## src/ctm_pkg.sv

```systemverilog
// Compact timer package: register map, fields, modes, constants.
// Assumes an AXI4-Lite slave with 32-bit data, one register per aligned word.
package ctm_pkg;

    // ************************************************************
    // Register map
    // ************************************************************
    localparam logic [4:0] CTM_OFS_CONTROL_A = 5'h00;
    localparam logic [4:0] CTM_OFS_CONTROL_B = 5'h04;
    localparam logic [4:0] CTM_OFS_COUNT_LOW = 5'h08;
    localparam logic [4:0] CTM_OFS_COUNT_HIGH = 5'h0C;
    localparam logic [4:0] CTM_OFS_COMPARE_LOW = 5'h10;
    localparam logic [4:0] CTM_OFS_COMPARE_HIGH = 5'h14;
    localparam logic [4:0] CTM_OFS_FLAGS = 5'h18;

    // ************************************************************
    // Field positions
    // ************************************************************
    localparam int CTM_BIT_PAUSE = 7;
    localparam int CTM_BIT_RUN = 3;
    localparam int CTM_BIT_INIT_LEVEL = 3;
    localparam int CTM_BIT_INVERT = 2;
    localparam int CTM_BIT_SWAP = 1;
    localparam int CTM_BIT_CLR_SEL = 0;
    localparam int CTM_BIT_FLAG_A = 0;
    localparam int CTM_BIT_FLAG_P = 1;

    localparam logic [7:0] CTM_RESET_BYTE = 8'h00;
    localparam logic [9:0] CTM_COUNT_MAX = 10'h3FF;
    localparam logic [1:0] CTM_AXI_OKAY = 2'h0;
    localparam logic [1:0] CTM_AXI_DECERR = 2'h3;

    // Prescaler ratios
    localparam int CTM_DIV_SYS = 4;
    localparam int CTM_DIV_H16 = 16;
    localparam int CTM_DIV_H64 = 64;

    // ************************************************************
    // Types
    // ************************************************************
    typedef enum logic [1:0] {
        CTM_MODE_COMPARE = 2'h0,
        CTM_MODE_UNDEF = 2'h1,
        CTM_MODE_PWM = 2'h2,
        CTM_MODE_TIMER = 2'h3
    } ctm_mode_e;

    typedef enum logic [2:0] {
        CTM_CLK_SYS4 = 3'h0,
        CTM_CLK_H = 3'h1,
        CTM_CLK_H16 = 3'h2,
        CTM_CLK_H64 = 3'h3,
        CTM_CLK_TB0 = 3'h4,
        CTM_CLK_TB1 = 3'h5,
        CTM_CLK_EXT_RISE = 3'h6,
        CTM_CLK_EXT_FALL = 3'h7
    } ctm_clk_e;

    typedef struct packed {
        logic pause_hold;
        logic [2:0] count_clock_select;
        logic counter_run_enable;
        logic [2:0] top_compare_value;
    } ctm_control_a_s;

    typedef struct packed {
        logic [1:0] operating_mode_select;
        logic [1:0] output_function_select;
        logic output_initial_level;
        logic output_invert;
        logic period_duty_swap;
        logic counter_clear_select;
    } ctm_control_b_s;

endpackage : ctm_pkg

```

## src/ctm_timer.sv

```systemverilog
// Compact 10-bit timer with compare-match, timer/counter and PWM modes.
// Assumes an AXI4-Lite master on aclk; external pins are asynchronous to aclk.
//
// Chosen here: the AXI4-Lite register port and the placing of the registers.
`timescale 1ns/100ps

module ctm_timer (
    // Clock and reset
    input wire logic aclk,
    input wire logic aresetn,
    // Internal clock enables
    input wire logic high_clock_tick,
    input wire logic timebase_clock_tick,
    // Pins
    input wire logic external_count_input,
    output logic timer_output_pin,
    output logic timer_output_pin_oe,
    // AXI4-Lite write address
    input wire logic [4:0] s_axi_awaddr,
    input wire logic s_axi_awvalid,
    output logic s_axi_awready,
    // AXI4-Lite write data
    input wire logic [31:0] s_axi_wdata,
    input wire logic [3:0] s_axi_wstrb,
    input wire logic s_axi_wvalid,
    output logic s_axi_wready,
    // AXI4-Lite write response
    output logic [1:0] s_axi_bresp,
    output logic s_axi_bvalid,
    input wire logic s_axi_bready,
    // AXI4-Lite read address
    input wire logic [4:0] s_axi_araddr,
    input wire logic s_axi_arvalid,
    output logic s_axi_arready,
    // AXI4-Lite read data
    output logic [31:0] s_axi_rdata,
    output logic [1:0] s_axi_rresp,
    output logic s_axi_rvalid,
    input wire logic s_axi_rready,
    // Compare events
    output logic compare_a_flag,
    output logic compare_p_flag
);

    // ************************************************************
    // Registers and bus
    // ************************************************************
    ctm_pkg::ctm_control_a_s ctl_a;
    ctm_pkg::ctm_control_b_s ctl_b;
    logic [9:0] count;
    logic [9:0] full_compare_value;
    logic [4:0] aw_addr;
    logic aw_held;
    logic [31:0] w_data;
    logic w_strb0;
    logic w_held;
    logic do_write;
    logic clear_a;
    logic clear_p;
    logic run_d;
    logic run_rise;

    assign s_axi_awready = !aw_held && !s_axi_bvalid;
    assign s_axi_wready = !w_held && !s_axi_bvalid;
    assign s_axi_arready = !s_axi_rvalid;
    assign do_write = aw_held && w_held && !s_axi_bvalid;

    always_ff @(posedge aclk) begin
        if (!aresetn) begin
            aw_held <= 1'b0;
            w_held <= 1'b0;
            aw_addr <= 5'h00;
            w_data <= 32'h0000_0000;
            w_strb0 <= 1'b0;
        end else begin
            if (s_axi_awvalid && s_axi_awready) begin
                aw_held <= 1'b1;
                aw_addr <= s_axi_awaddr;
            end else if (do_write) begin
                aw_held <= 1'b0;
            end
            if (s_axi_wvalid && s_axi_wready) begin
                w_held <= 1'b1;
                w_data <= s_axi_wdata;
                w_strb0 <= s_axi_wstrb[0];
            end else if (do_write) begin
                w_held <= 1'b0;
            end
        end
    end

    always_ff @(posedge aclk) begin
        if (!aresetn) begin
            s_axi_bvalid <= 1'b0;
            s_axi_bresp <= ctm_pkg::CTM_AXI_OKAY;
        end else if (do_write) begin
            s_axi_bvalid <= 1'b1;
            if (aw_addr[4:2] <= ctm_pkg::CTM_OFS_FLAGS[4:2]) begin
                s_axi_bresp <= ctm_pkg::CTM_AXI_OKAY;
            end else begin
                s_axi_bresp <= ctm_pkg::CTM_AXI_DECERR;
            end
        end else if (s_axi_bready) begin
            s_axi_bvalid <= 1'b0;
        end
    end

    // Count registers are read-only
    always_ff @(posedge aclk) begin
        if (!aresetn) begin
            ctl_a <= ctm_pkg::CTM_RESET_BYTE;
            ctl_b <= ctm_pkg::CTM_RESET_BYTE;
            full_compare_value <= 10'h000;
        end else if (do_write && w_strb0) begin
            if (aw_addr == ctm_pkg::CTM_OFS_CONTROL_A) begin
                ctl_a <= w_data[7:0];
            end else if (aw_addr == ctm_pkg::CTM_OFS_CONTROL_B) begin
                ctl_b <= w_data[7:0];
            end else if (aw_addr == ctm_pkg::CTM_OFS_COMPARE_LOW) begin
                full_compare_value[7:0] <= w_data[7:0];
            end else if (aw_addr == ctm_pkg::CTM_OFS_COMPARE_HIGH) begin
                full_compare_value[9:8] <= w_data[1:0];
            end
        end
    end

    assign clear_a = do_write && w_strb0 && aw_addr == ctm_pkg::CTM_OFS_FLAGS && w_data[ctm_pkg::CTM_BIT_FLAG_A];
    assign clear_p = do_write && w_strb0 && aw_addr == ctm_pkg::CTM_OFS_FLAGS && w_data[ctm_pkg::CTM_BIT_FLAG_P];

    always_ff @(posedge aclk) begin
        if (!aresetn) begin
            s_axi_rvalid <= 1'b0;
            s_axi_rdata <= 32'h0000_0000;
            s_axi_rresp <= ctm_pkg::CTM_AXI_OKAY;
        end else if (s_axi_arvalid && s_axi_arready) begin
            s_axi_rvalid <= 1'b1;
            s_axi_rresp <= ctm_pkg::CTM_AXI_OKAY;
            if (s_axi_araddr == ctm_pkg::CTM_OFS_CONTROL_A) begin
                s_axi_rdata <= {24'h000000, ctl_a};
            end else if (s_axi_araddr == ctm_pkg::CTM_OFS_CONTROL_B) begin
                s_axi_rdata <= {24'h000000, ctl_b};
            end else if (s_axi_araddr == ctm_pkg::CTM_OFS_COUNT_LOW) begin
                s_axi_rdata <= {24'h000000, count[7:0]};
            end else if (s_axi_araddr == ctm_pkg::CTM_OFS_COUNT_HIGH) begin
                s_axi_rdata <= {30'h0, count[9:8]};
            end else if (s_axi_araddr == ctm_pkg::CTM_OFS_COMPARE_LOW) begin
                s_axi_rdata <= {24'h000000, full_compare_value[7:0]};
            end else if (s_axi_araddr == ctm_pkg::CTM_OFS_COMPARE_HIGH) begin
                s_axi_rdata <= {30'h0, full_compare_value[9:8]};
            end else if (s_axi_araddr == ctm_pkg::CTM_OFS_FLAGS) begin
                s_axi_rdata <= {30'h0, compare_p_flag, compare_a_flag};
            end else begin
                s_axi_rdata <= 32'h0000_0000;
                s_axi_rresp <= ctm_pkg::CTM_AXI_DECERR;
            end
        end else if (s_axi_rready) begin
            s_axi_rvalid <= 1'b0;
        end
    end

    // ************************************************************
    // Count clock selection
    // ************************************************************
    logic ext_meta;
    logic ext_sync;
    logic ext_prev;
    logic [1:0] sys_div;
    logic [5:0] h_div;
    logic count_tick;

    always_ff @(posedge aclk) begin
        if (!aresetn) begin
            ext_meta <= 1'b0;
            ext_sync <= 1'b0;
            ext_prev <= 1'b0;
        end else begin
            ext_meta <= external_count_input;
            ext_sync <= ext_meta;
            ext_prev <= ext_sync;
        end
    end

    always_ff @(posedge aclk) begin
        if (!aresetn) begin
            sys_div <= 2'h0;
            h_div <= 6'h00;
        end else begin
            sys_div <= sys_div + 2'h1;
            if (high_clock_tick) begin
                h_div <= h_div + 6'h01;
            end
        end
    end

    always_comb begin
        case (ctm_pkg::ctm_clk_e'(ctl_a.count_clock_select))
            ctm_pkg::CTM_CLK_SYS4: count_tick = sys_div == 2'(ctm_pkg::CTM_DIV_SYS - 1);
            ctm_pkg::CTM_CLK_H: count_tick = high_clock_tick;
            ctm_pkg::CTM_CLK_H16: count_tick = high_clock_tick && h_div[3:0] == 4'(ctm_pkg::CTM_DIV_H16 - 1);
            ctm_pkg::CTM_CLK_H64: count_tick = high_clock_tick && h_div == 6'(ctm_pkg::CTM_DIV_H64 - 1);
            ctm_pkg::CTM_CLK_TB0, ctm_pkg::CTM_CLK_TB1: count_tick = timebase_clock_tick;
            ctm_pkg::CTM_CLK_EXT_RISE: count_tick = ext_sync && !ext_prev;
            default: count_tick = !ext_sync && ext_prev;
        endcase
    end

    // ************************************************************
    // Counter, comparators and clear
    // ************************************************************
    logic running;
    logic match_a;
    logic match_p;
    logic overflow;
    logic is_pwm;
    logic clear_on_a;
    logic clear_now;
    logic [10:0] period_len;
    logic [10:0] duty_len;

    assign is_pwm = ctl_b.operating_mode_select == ctm_pkg::CTM_MODE_PWM;
    assign running = ctl_a.counter_run_enable && !ctl_a.pause_hold && count_tick;
    assign match_a = running && count == full_compare_value;
    assign match_p = running && ctl_a.top_compare_value != 3'h0 && count[6:0] == 7'h7F
        && count[9:7] == ctl_a.top_compare_value - 3'h1;
    assign overflow = running && count == ctm_pkg::CTM_COUNT_MAX;
    // PWM: period source clears the count
    assign clear_on_a = is_pwm ? ctl_b.period_duty_swap : ctl_b.counter_clear_select;

    // A match clears on the same tick
    always_comb begin
        if (clear_on_a) begin
            clear_now = match_a || overflow;
        end else begin
            clear_now = match_p || overflow;
        end
    end

    always_ff @(posedge aclk) begin
        if (!aresetn) begin
            run_d <= 1'b0;
        end else begin
            run_d <= ctl_a.counter_run_enable;
        end
    end
    assign run_rise = ctl_a.counter_run_enable && !run_d;

    // Run rise wins over tick clears
    always_ff @(posedge aclk) begin
        if (!aresetn) begin
            count <= 10'h000;
        end else if (run_rise) begin
            count <= 10'h000;
        end else if (running) begin
            if (clear_now) begin
                count <= 10'h000;
            end else begin
                count <= count + 10'h001;
            end
        end
    end

    // Set wins over software clear
    always_ff @(posedge aclk) begin
        if (!aresetn) begin
            compare_a_flag <= 1'b0;
            compare_p_flag <= 1'b0;
        end else begin
            if (match_a && (full_compare_value != 10'h000 || count == 10'h000)) begin
                compare_a_flag <= 1'b1;
            end else if (clear_a) begin
                compare_a_flag <= 1'b0;
            end
            if (match_p && (is_pwm || !ctl_b.counter_clear_select)) begin
                compare_p_flag <= 1'b1;
            end else if (clear_p) begin
                compare_p_flag <= 1'b0;
            end
        end
    end

    // ************************************************************
    // Output pin
    // ************************************************************
    logic cmp_level;
    logic pwm_level;
    logic pin_level;

    always_ff @(posedge aclk) begin
        if (!aresetn) begin
            cmp_level <= 1'b0;
        end else if (run_rise) begin
            cmp_level <= ctl_b.output_initial_level;
        end else if (match_a && ctl_b.operating_mode_select == ctm_pkg::CTM_MODE_COMPARE) begin
            case (ctl_b.output_function_select)
                2'h1: cmp_level <= 1'b0;
                2'h2: cmp_level <= 1'b1;
                2'h3: cmp_level <= !cmp_level;
                default: cmp_level <= cmp_level;
            endcase
        end
    end

    assign period_len = ctl_b.period_duty_swap ? {1'b0, full_compare_value}
        : {(ctl_a.top_compare_value == 3'h0), ctl_a.top_compare_value, 7'h00};
    assign duty_len = ctl_b.period_duty_swap
        ? {(ctl_a.top_compare_value == 3'h0), ctl_a.top_compare_value, 7'h00}
        : {1'b0, full_compare_value};

    always_comb begin
        if (duty_len >= period_len) begin
            pwm_level = 1'b1;
        end else begin
            pwm_level = {1'b0, count} < duty_len;
        end
    end

    always_comb begin
        case (ctl_b.output_function_select)
            2'h0: pin_level = !ctl_b.output_initial_level;
            2'h1: pin_level = ctl_b.output_initial_level;
            2'h2: pin_level = pwm_level ? ctl_b.output_initial_level : !ctl_b.output_initial_level;
            default: pin_level = 1'b0;
        endcase
    end

    always_ff @(posedge aclk) begin
        if (!aresetn) begin
            timer_output_pin <= 1'b0;
            timer_output_pin_oe <= 1'b0;
        end else begin
            case (ctm_pkg::ctm_mode_e'(ctl_b.operating_mode_select))
                ctm_pkg::CTM_MODE_COMPARE: begin
                    timer_output_pin <= cmp_level ^ ctl_b.output_invert;
                    timer_output_pin_oe <= 1'b1;
                end
                ctm_pkg::CTM_MODE_PWM: begin
                    timer_output_pin <= pin_level ^ ctl_b.output_invert;
                    timer_output_pin_oe <= 1'b1;
                end
                default: begin
                    timer_output_pin <= 1'b0;
                    timer_output_pin_oe <= 1'b0;
                end
            endcase
        end
    end

endmodule : ctm_timer

```

## config.mk

```make
export PLATFORM = sky130hd
export DESIGN_NAME = ctm_timer
export DESIGN_NICKNAME = d
export VERILOG_FILES = /design/src/ctm_pkg.sv /design/src/ctm_timer.sv
export SDC_FILE = /design/constraint.sdc
export NUM_CORES = 1
export LEC_CHECK = 0
export BUFFER_PORTS_ARGS = -buffer_cell sky130_fd_sc_hd__buf_4
export CAP_MARGIN = 20
export CORE_MARGIN = 3
export CORE_UTILIZATION = 50
export CTS_CLUSTER_SIZE = 24
export DETAILED_ROUTE_END_ITERATION = 7
export PLACE_DENSITY = 0.87
export SKIP_LAST_GASP = 1
export SYNTH_ARGS = -nofsm -noshare
export SYNTH_HDL_FRONTEND = slang
export SYNTH_SLANG_ARGS = --single-unit
export TNS_END_PERCENT = 5
```

## constraint.sdc

```tcl
create_clock -name aclk -period 2.31 [get_ports aclk]
set_clock_uncertainty 0.05 [all_clocks]
set_input_delay 0.462 -clock aclk [delete_from_list [all_inputs] [get_ports aclk]]
set_output_delay 0.462 -clock aclk [all_outputs]
set_load 0.03 [all_outputs]
```

==> summary.txt, run 1 <==
routed wire length = 11700 um
Worst Max-Slew Pin Slew = 0.618 ns
result of the run = completed
Min-Delay Path Class = input port to register
beginning of the worst hold path = external_count_input
minimum period implied by the final worst setup slack = 2.21 ns
Critical Path AT = 2.39 ns
most common cell in the netlist = sky130_fd_sc_hd__dfxtp_1
worst slew margin relative to its limit = 0.588
number of antenna repair diodes = 0
Worst Path Max Fanout = 10
number of buffers added on ports = 49
Root Buffer = sky130_fd_sc_hd__clkbuf_8
initial cell density of the core = 0.526
Final Non-Filler Cells = 705
Max rail drop VDD = 0.523 mV
# clock sinks = 81
total power per unit cell area = 561 nW/um2
RSZ-0062 raised after global routing = true
RR Startpoint = ctl_a[0]
layout cell share with drive strength beyond 1 = 0.181
endpoint required time on the critical path = 2.49 ns
area taken by multi-input logic gates = 2750 um2
cell count after placement = 689
total half-perimeter wirelength after legalization and detailed placement = 8560 um
FF+latch area = 1620 um2
number of flip-flops and latches in the synthesized netlist = 81
number of levels in the clock H-tree = 3
number of global-route vias before repair = 3896
Cell variety after synth = 54
post-DR wirelength/cell = 16.5 um
synthesized area per cell = 8.78 um2
initial antenna violation count = 0
Final Hold Violating Endpoints = 0
final weighted congestion in routability-driven placement = 0.929
Register-to-Register Setup Slack = 0.1 ns
latest clock arrival within the worst-skew pair = 0.37 ns
proportion of synthesized chip area in sequential cells = 0.347
die area = 10600 um2
area added between synthesis and finish = 15.9%
combined area of all synthesized cells = 4680 um2
static leakage = 2.19 nW
Post-synth EDFFs = 0
iteration-0 DRC count of the detailed router = 338
gr usage total = 0.228
final routed DRC violation total = 0
final setup fails = 0
global-route wire length before repair = 19000 um
worst-case clock buffer depth = 2
startpoint type of the worst setup path = register
Commonest cells post-synth = sky130_fd_sc_hd__dfxtp_1, sky130_fd_sc_hd__nand2_1, sky130_fd_sc_hd__mux2i_1, sky130_fd_sc_hd__nor2b_1, sky130_fd_sc_hd__buf_4
largest net degree at the start of global routing = 58
r2r worst-path depth = 9
TritonCTS clock tree = built
Vias per Instance = 5.90
type of the worst setup path = register to register
Util after Layout = 0.610
Vert. Die Dim = 103 um
Critical Path Sink Type = register
number of nets at the end of the flow = 666
clock slew at reported path FFs = 0.10 ns
asr flop ratio synth = 0
CTS buffer count = 9
number of maximum-capacitance violations = 0
Top FF cell, synth = sky130_fd_sc_hd__dfxtp_1
cts-stage hold buffer count = 0
post-synthesis cell type with the largest combined area = sky130_fd_sc_hd__dfxtp_1
Die X-Extent = 103 um
share of the synthesized area in the top cell type = 0.347
global-route congestion overflow total = 0
count of filler cells inserted in the layout = 703
highest clock frequency the design can meet = 452 MHz
Yosys warnings = 0
Final Max Slew Viols = 0
Worst Setup SP = ctl_a[0]
Hold Path Stages = 2
gate count of the mapped netlist = 533
leading post-synthesis cells by cell area = sky130_fd_sc_hd__dfxtp_1, sky130_fd_sc_hd__mux2i_1, sky130_fd_sc_hd__nor2b_1
via count of the routed design = 4159
number of antenna-violating nets in the routed design = 0
first-pass detailed-route iteration total = 5
number of placement rows = 34
final hold slack = 0.253 ns
ratio of final minimum period to clock period = 0.958
Core ar. = 8890 um2
Top Ports = 101
[cell type report]
type | instances | share of cell area
clock buffers | 9 | 0.0228
clock inverters | 7 | 0.0198
well taps | 108 | 0.0249
flip-flops and latches | 81 | 0.299
multi-input cells | 401 | 0.508
inverters | 18 | 0.0125
repair buffers | 81 | 0.113
[state kept, by name, indices dropped and copies added, names as in the netlist, 2 cells and up]
signal              cells
aw_addr                 5
count                  10
ctl_a                   8
ctl_b                   8
full_compare_value     10
h_div                   6
s_axi_rdata             8
sys_div                 2
w_data                  8
[critical path, cell delays in order (launching register included)]
cell and delay (ns):
sky130_fd_sc_hd__dfxtp_1 0.36, sky130_fd_sc_hd__inv_1 0.08, sky130_fd_sc_hd__ha_1 0.20, sky130_fd_sc_hd__ha_1 0.28
sky130_fd_sc_hd__xnor2_1 0.14, sky130_fd_sc_hd__nor3_2 0.19, sky130_fd_sc_hd__nand4bb_1 0.19, sky130_fd_sc_hd__a311oi_4 0.35
sky130_fd_sc_hd__buf_6 0.18, sky130_fd_sc_hd__a211oi_1 0.06
[metrics by stage]
stage / cell area (um2) / power (mW) / setup slack [ns] / TNS, ns
2_1_floorplan: 4770 / 1.76 / 0.133 / 0
3_3_place_gp: 5170 / 1.83 / 0.126 / 0
3_5_place_dp: 5170 / 1.85 / 0.0493 / 0
4_1_cts: 5410 / 3.05 / 0.0246 / 0
5_1_grt: 5420 / 3.16 / -0.0987 / -0.896
6_report: 5420 / 3.04 / 0.0968 / 0
[routing by layer]
layer  vias up  GRT usage  share of wire
met4         0     0.0717          0.020
met2       181      0.374           0.49
li1       1980          -              -
met1      1971      0.299           0.42
met5         -          0              0
met3        27     0.0535          0.074
[cell usage in the layout (no fill, tap or decap), types with 16 or more instances in the layout]
cell type	instances
sky130_fd_sc_hd__dfxtp_1	80
sky130_fd_sc_hd__buf_4	80
sky130_fd_sc_hd__nand2_1	47
sky130_fd_sc_hd__mux2i_1	38
sky130_fd_sc_hd__nor2b_1	38
sky130_fd_sc_hd__conb_1	24
sky130_fd_sc_hd__o21ai_0	19
sky130_fd_sc_hd__inv_1	18
sky130_fd_sc_hd__ha_1	18
sky130_fd_sc_hd__a21boi_0	16
[logic make-up (layout without fill, tap and decap cells)]
kind of cell | Yosys count | in the layout | synth area share
buffers and inverters | 74 | 115 | 0.0861
XOR/XNOR | 19 | 19 | 0.0356
adder cells (fa/ha/maj) | 18 | 18 | 0.0481
multiplexers | 40 | 40 | 0.0861
other | 1 | 24 | 0.000801
AO/OA/AOI/OAI | 108 | 108 | 0.165
flip-flops | 81 | 81 | 0.347
AND/OR/NAND/NOR | 192 | 192 | 0.232
[final timing paths]
| kind | to |
|---|---|
| worst max-delay path | count[2] |
| worst max register to register | count[2] |
| worst min-delay path | ext_meta |
| worst min register to register | ext_sync |
[report_power, final]
group | internal, mW | total [mW] | switching [mW]
Clock | 0.632 | 1.23 | 0.594
Combinational | 0.125 | 0.336 | 0.210
Sequential | 1.44 | 1.48 | 0.0422
Total | 2.20 | 3.04 | 0.846
[what timing repair did]
| item | CTS | global route |
|---|---|---|
| endpoints found under the setup margin | 0 | 13 |
| endpoints found under the hold margin | 0 | 0 |
| gates resized for setup | 0 | 4 |
| setup buffers | 0 | 0 |
Power figures use the tool's default switching activity.
==> inputs of run 2 (changes only) <==
--- a/config.mk
+++ b/config.mk
@@ -5,13 +5,13 @@
 export SDC_FILE = /design/constraint.sdc
 export NUM_CORES = 1
 export LEC_CHECK = 0
+export ABC_AREA = 1
 export BUFFER_PORTS_ARGS = -buffer_cell sky130_fd_sc_hd__buf_4
 export CAP_MARGIN = 20
-export CORE_MARGIN = 3
-export CORE_UTILIZATION = 50
+export CORE_UTILIZATION = 49
 export CTS_CLUSTER_SIZE = 24
 export DETAILED_ROUTE_END_ITERATION = 7
-export PLACE_DENSITY = 0.87
+export PLACE_DENSITY = 0.86
 export SKIP_LAST_GASP = 1
 export SYNTH_ARGS = -nofsm -noshare
 export SYNTH_HDL_FRONTEND = slang
==> run 2 against run 1 <==
  * Maximum frequency up 2.9%
  * Flip-flop and latch count unchanged
  * Critical path type unchanged
  * Cell count up 13%
==> summary.txt, run 2 <==
FF+latch area = 1620 um2 (about the same)
number of nets at the end of the flow = 756 (was 666)
CTS buffer count = 9 (unchanged)
type of the worst setup path = register to register (unchanged)
largest net degree at the start of global routing = 52 (was 58)
initial cell density of the core = 0.508 (was 0.526)
Vert. Die Dim = 97.3 um (was 103 um)
count of filler cells inserted in the layout = 774 (was 703)
TritonCTS clock tree = built (unchanged)
number of levels in the clock H-tree = 3 (unchanged)
via count of the routed design = 4360 (was 4159)
post-route cell area = 5140 um2 (was 5420 um2)
latest clock arrival within the worst-skew pair = 0.36 ns (was 0.37 ns)
total power per unit cell area = 578 nW/um2 (was 561 nW/um2)
ratio of final minimum period to clock period = 0.931 (was 0.958)
number of placement rows = 34 (unchanged)
highest clock frequency the design can meet = 465 MHz (was 452 MHz)
gr usage total = 0.243 (was 0.228)
Top FF cell, synth = sky130_fd_sc_hd__dfxtp_1 (unchanged)
Critical Path Sink Type = register (unchanged)
result of the run = completed (unchanged)
leading post-synthesis cells by cell area = sky130_fd_sc_hd__dfxtp_1, sky130_fd_sc_hd__nand2_1, sky130_fd_sc_hd__a21oi_1 (was sky130_fd_sc_hd__dfxtp_1, sky130_fd_sc_hd__mux2i_1, sky130_fd_sc_hd__nor2b_1)
startpoint type of the worst setup path = register (unchanged)
Final Max Slew Viols = 0 (unchanged)
proportion of synthesized chip area in sequential cells = 0.364 (was 0.347)
worst slew margin relative to its limit = 0.551 (was 0.588)
registers with the most flip-flops = count (10), full_compare_value (10) (unchanged)
routed wire length = 11500 um (was 11700 um)
number of flip-flops and latches in the synthesized netlist = 81 (unchanged)
post-synthesis cell type with the largest combined area = sky130_fd_sc_hd__dfxtp_1 (unchanged)
Max rail drop VDD = 0.376 mV (was 0.523 mV)
Root Buffer = sky130_fd_sc_hd__clkbuf_8 (unchanged)
die area = 9470 um2 (was 10600 um2)
final total negative setup slack = 0 ns (unchanged)
gate count of the mapped netlist = 624 (was 533)
area taken by multi-input logic gates = 2380 um2 (was 2750 um2)
static leakage = 2.28 nW (was 2.19 nW)
Cell variety after synth = 37 (was 54)
number of global-route vias before repair = 3946 (was 3896)
total half-perimeter wirelength after legalization and detailed placement = 8600 um (was 8560 um)
Worst Path Max Fanout = 6 (was 10)
top library cells by usage in the layout, fill and taps aside = sky130_fd_sc_hd__nand2_1, sky130_fd_sc_hd__inv_1, sky130_fd_sc_hd__dfxtp_1 (was sky130_fd_sc_hd__dfxtp_1, sky130_fd_sc_hd__buf_4, sky130_fd_sc_hd__nand2_1)
synthesized area per cell = 7.13 um2 (was 8.78 um2)
post-DR wirelength/cell = 14.5 um (was 16.5 um)
number of antenna-violating nets in the routed design = 0 (unchanged)
final weighted congestion in routability-driven placement = 0.960 (was 0.929)
final setup fails = 0 (unchanged)
Post-synth EDFFs = 0 (unchanged)
Die X-Extent = 97.3 um (was 103 um)
Commonest cells post-synth = sky130_fd_sc_hd__nand2_1, sky130_fd_sc_hd__dfxtp_1, sky130_fd_sc_hd__inv_1 (was sky130_fd_sc_hd__dfxtp_1, sky130_fd_sc_hd__nand2_1, sky130_fd_sc_hd__mux2i_1, sky130_fd_sc_hd__nor2b_1, sky130_fd_sc_hd__buf_4)
number of antenna repair diodes = 0 (unchanged)
RSZ-0062 raised after global routing = false (was true)
Worst Max-Slew Pin Slew = 0.672 ns (was 0.618 ns)
minimum period implied by the final worst setup slack = 2.15 ns (was 2.21 ns)
# clock sinks = 81 (unchanged)
Top Ports = 101 (unchanged)
worst-case clock buffer depth = 2 (unchanged)
final hold slack = 0.230 ns (was 0.253 ns)
final routed DRC violation total = 0 (unchanged)
Vias per Instance = 5.49 (was 5.90)
Min-Delay Path Class = input port to register (unchanged)
most common cell after layout, fill and taps aside = sky130_fd_sc_hd__nand2_1
first-pass detailed-route iteration total = 5 (unchanged)
most common cell in the netlist = sky130_fd_sc_hd__nand2_1 (was sky130_fd_sc_hd__dfxtp_1)
clock slew at reported path FFs = 0.09 ns (was 0.10 ns)
initial antenna violation count = 0 (unchanged)
global-route wire length before repair = 18500 um (was 19000 um)
Util after Layout = 0.587 (was 0.610)
asr flop ratio synth = 0 (unchanged)
dpl cell area = 4880 um2 (was 5170 um2)
combined area of all synthesized cells = 4450 um2 (was 4680 um2)
layout cell share with drive strength beyond 1 = 0.166 (was 0.181)
Yosys warnings = 0 (unchanged)
share of the synthesized area in the top cell type = 0.364 (was 0.347)
Critical Path AT = 2.36 ns (was 2.39 ns)
number of maximum-capacitance violations = 0 (unchanged)
area added between synthesis and finish = 15.5% (was 15.9%)
endpoint required time on the critical path = 2.52 ns (was 2.49 ns)
Core ar. = 8760 um2 (was 8890 um2)
global-route congestion overflow total = 0 (unchanged)
cts-stage hold buffer count = 0 (unchanged)
iteration-0 DRC count of the detailed router = 253 (was 338)
Final Hold Violating Endpoints = 0 (unchanged)
number of buffers added on ports = 49 (unchanged)
run 2: cell count changes in the layout (fill, tap and decap cells not counted), sizes merged, moves of 12 or more:
cell    before  now
nand2       47  116
a21oi        6   70
inv         22   82
nor2        13   67
mux2i       38    0
nor2b       38    0
o21ai       20   58
a21boi      17    0
buf         81   64
nand3       10   25
and2        14    1
a31oi       14    2
run 2: cell type report:
type	instances	share of cell area
clock inverter	6	0.0178
timing repair buffer	64	0.0937
multi-input combinational	445	0.463
sequential	81	0.316
clock buffer	9	0.0241
inverter	81	0.0596
tap	108	0.0263
run 2: path summary, 6_finish.rpt:
path | start | endpoint | slack [ns] | cells past startpoint
worst min register to register | ext_meta | ext_sync | 0.37 | 2
worst max-delay path | ctl_b[1] | timer_output_pin | 0.16 | 13
worst max register to register | ctl_b[1] | timer_output_pin | 0.16 | 13
worst min-delay path | external_count_input | ext_meta | 0.23 | 3
run 2: what timing repair did:
| item | CTS | global route |
|---|---|---|
| setup buffers | 0 | 1 |
| setup endpoints to repair | 0 | 1 |
| gates resized for setup | 0 | 14 |
run 2: critical path: stages, from the launching register on:
cell,delay (ns)
sky130_fd_sc_hd__dfxtp_2,0.35
sky130_fd_sc_hd__buf_2,0.16
sky130_fd_sc_hd__o21ai_2,0.16
sky130_fd_sc_hd__inv_1,0.09
sky130_fd_sc_hd__ha_4,0.25
sky130_fd_sc_hd__a21oi_2,0.12
sky130_fd_sc_hd__o21a_1,0.15
sky130_fd_sc_hd__nand3_1,0.10
sky130_fd_sc_hd__nor2_2,0.15
sky130_fd_sc_hd__nand2_1,0.08
sky130_fd_sc_hd__nand3_1,0.07
sky130_fd_sc_hd__nand3_1,0.10
sky130_fd_sc_hd__a21oi_1,0.15
sky130_fd_sc_hd__nor2_1,0.07
run 2: metal layers:
layer	share of wire	vias to the layer above	wire length, um	track usage
li1	-	2129	-	-
met1	0.43	1984	4960	0.306
met2	0.47	203	5380	0.404
met3	0.067	44	774	0.0496
met4	0.037	0	433	0.107
met5	0	-	0	0
run 2: kinds of logic (layout without fill, tap and decap cells):
kind of cell	count (synthesis)	in the layout	share of synthesized area
buffers and inverters	121	160	0.127
AOI/OAI and AO/OA	149	149	0.179
DFF	81	81	0.364
and+or+nand+nor	246	246	0.262
xor gates and xnor gates	8	8	0.0157
other	1	24	0.000843
adders and majority gates	18	18	0.0506
run 2: metrics by stage:
stage	setup slack [ns]	power, mW	instances
floorplan	0.211	1.76	647
CTS	0.00618	2.97	792
detailed placement	0.0239	1.85	777
finish	0.160	2.97	794
global placement	0.0527	1.84	777
global route	0.00459	3.08	794
run 2: report_power, final:
group | internal, mW | switching, mW | leakage [nW]
Combinational | 0.105 | 0.242 | 1.51
Sequential | 1.44 | 0.0312 | 0.661
Clock | 0.609 | 0.539 | 0.110
Total | 2.16 | 0.813 | 2.28
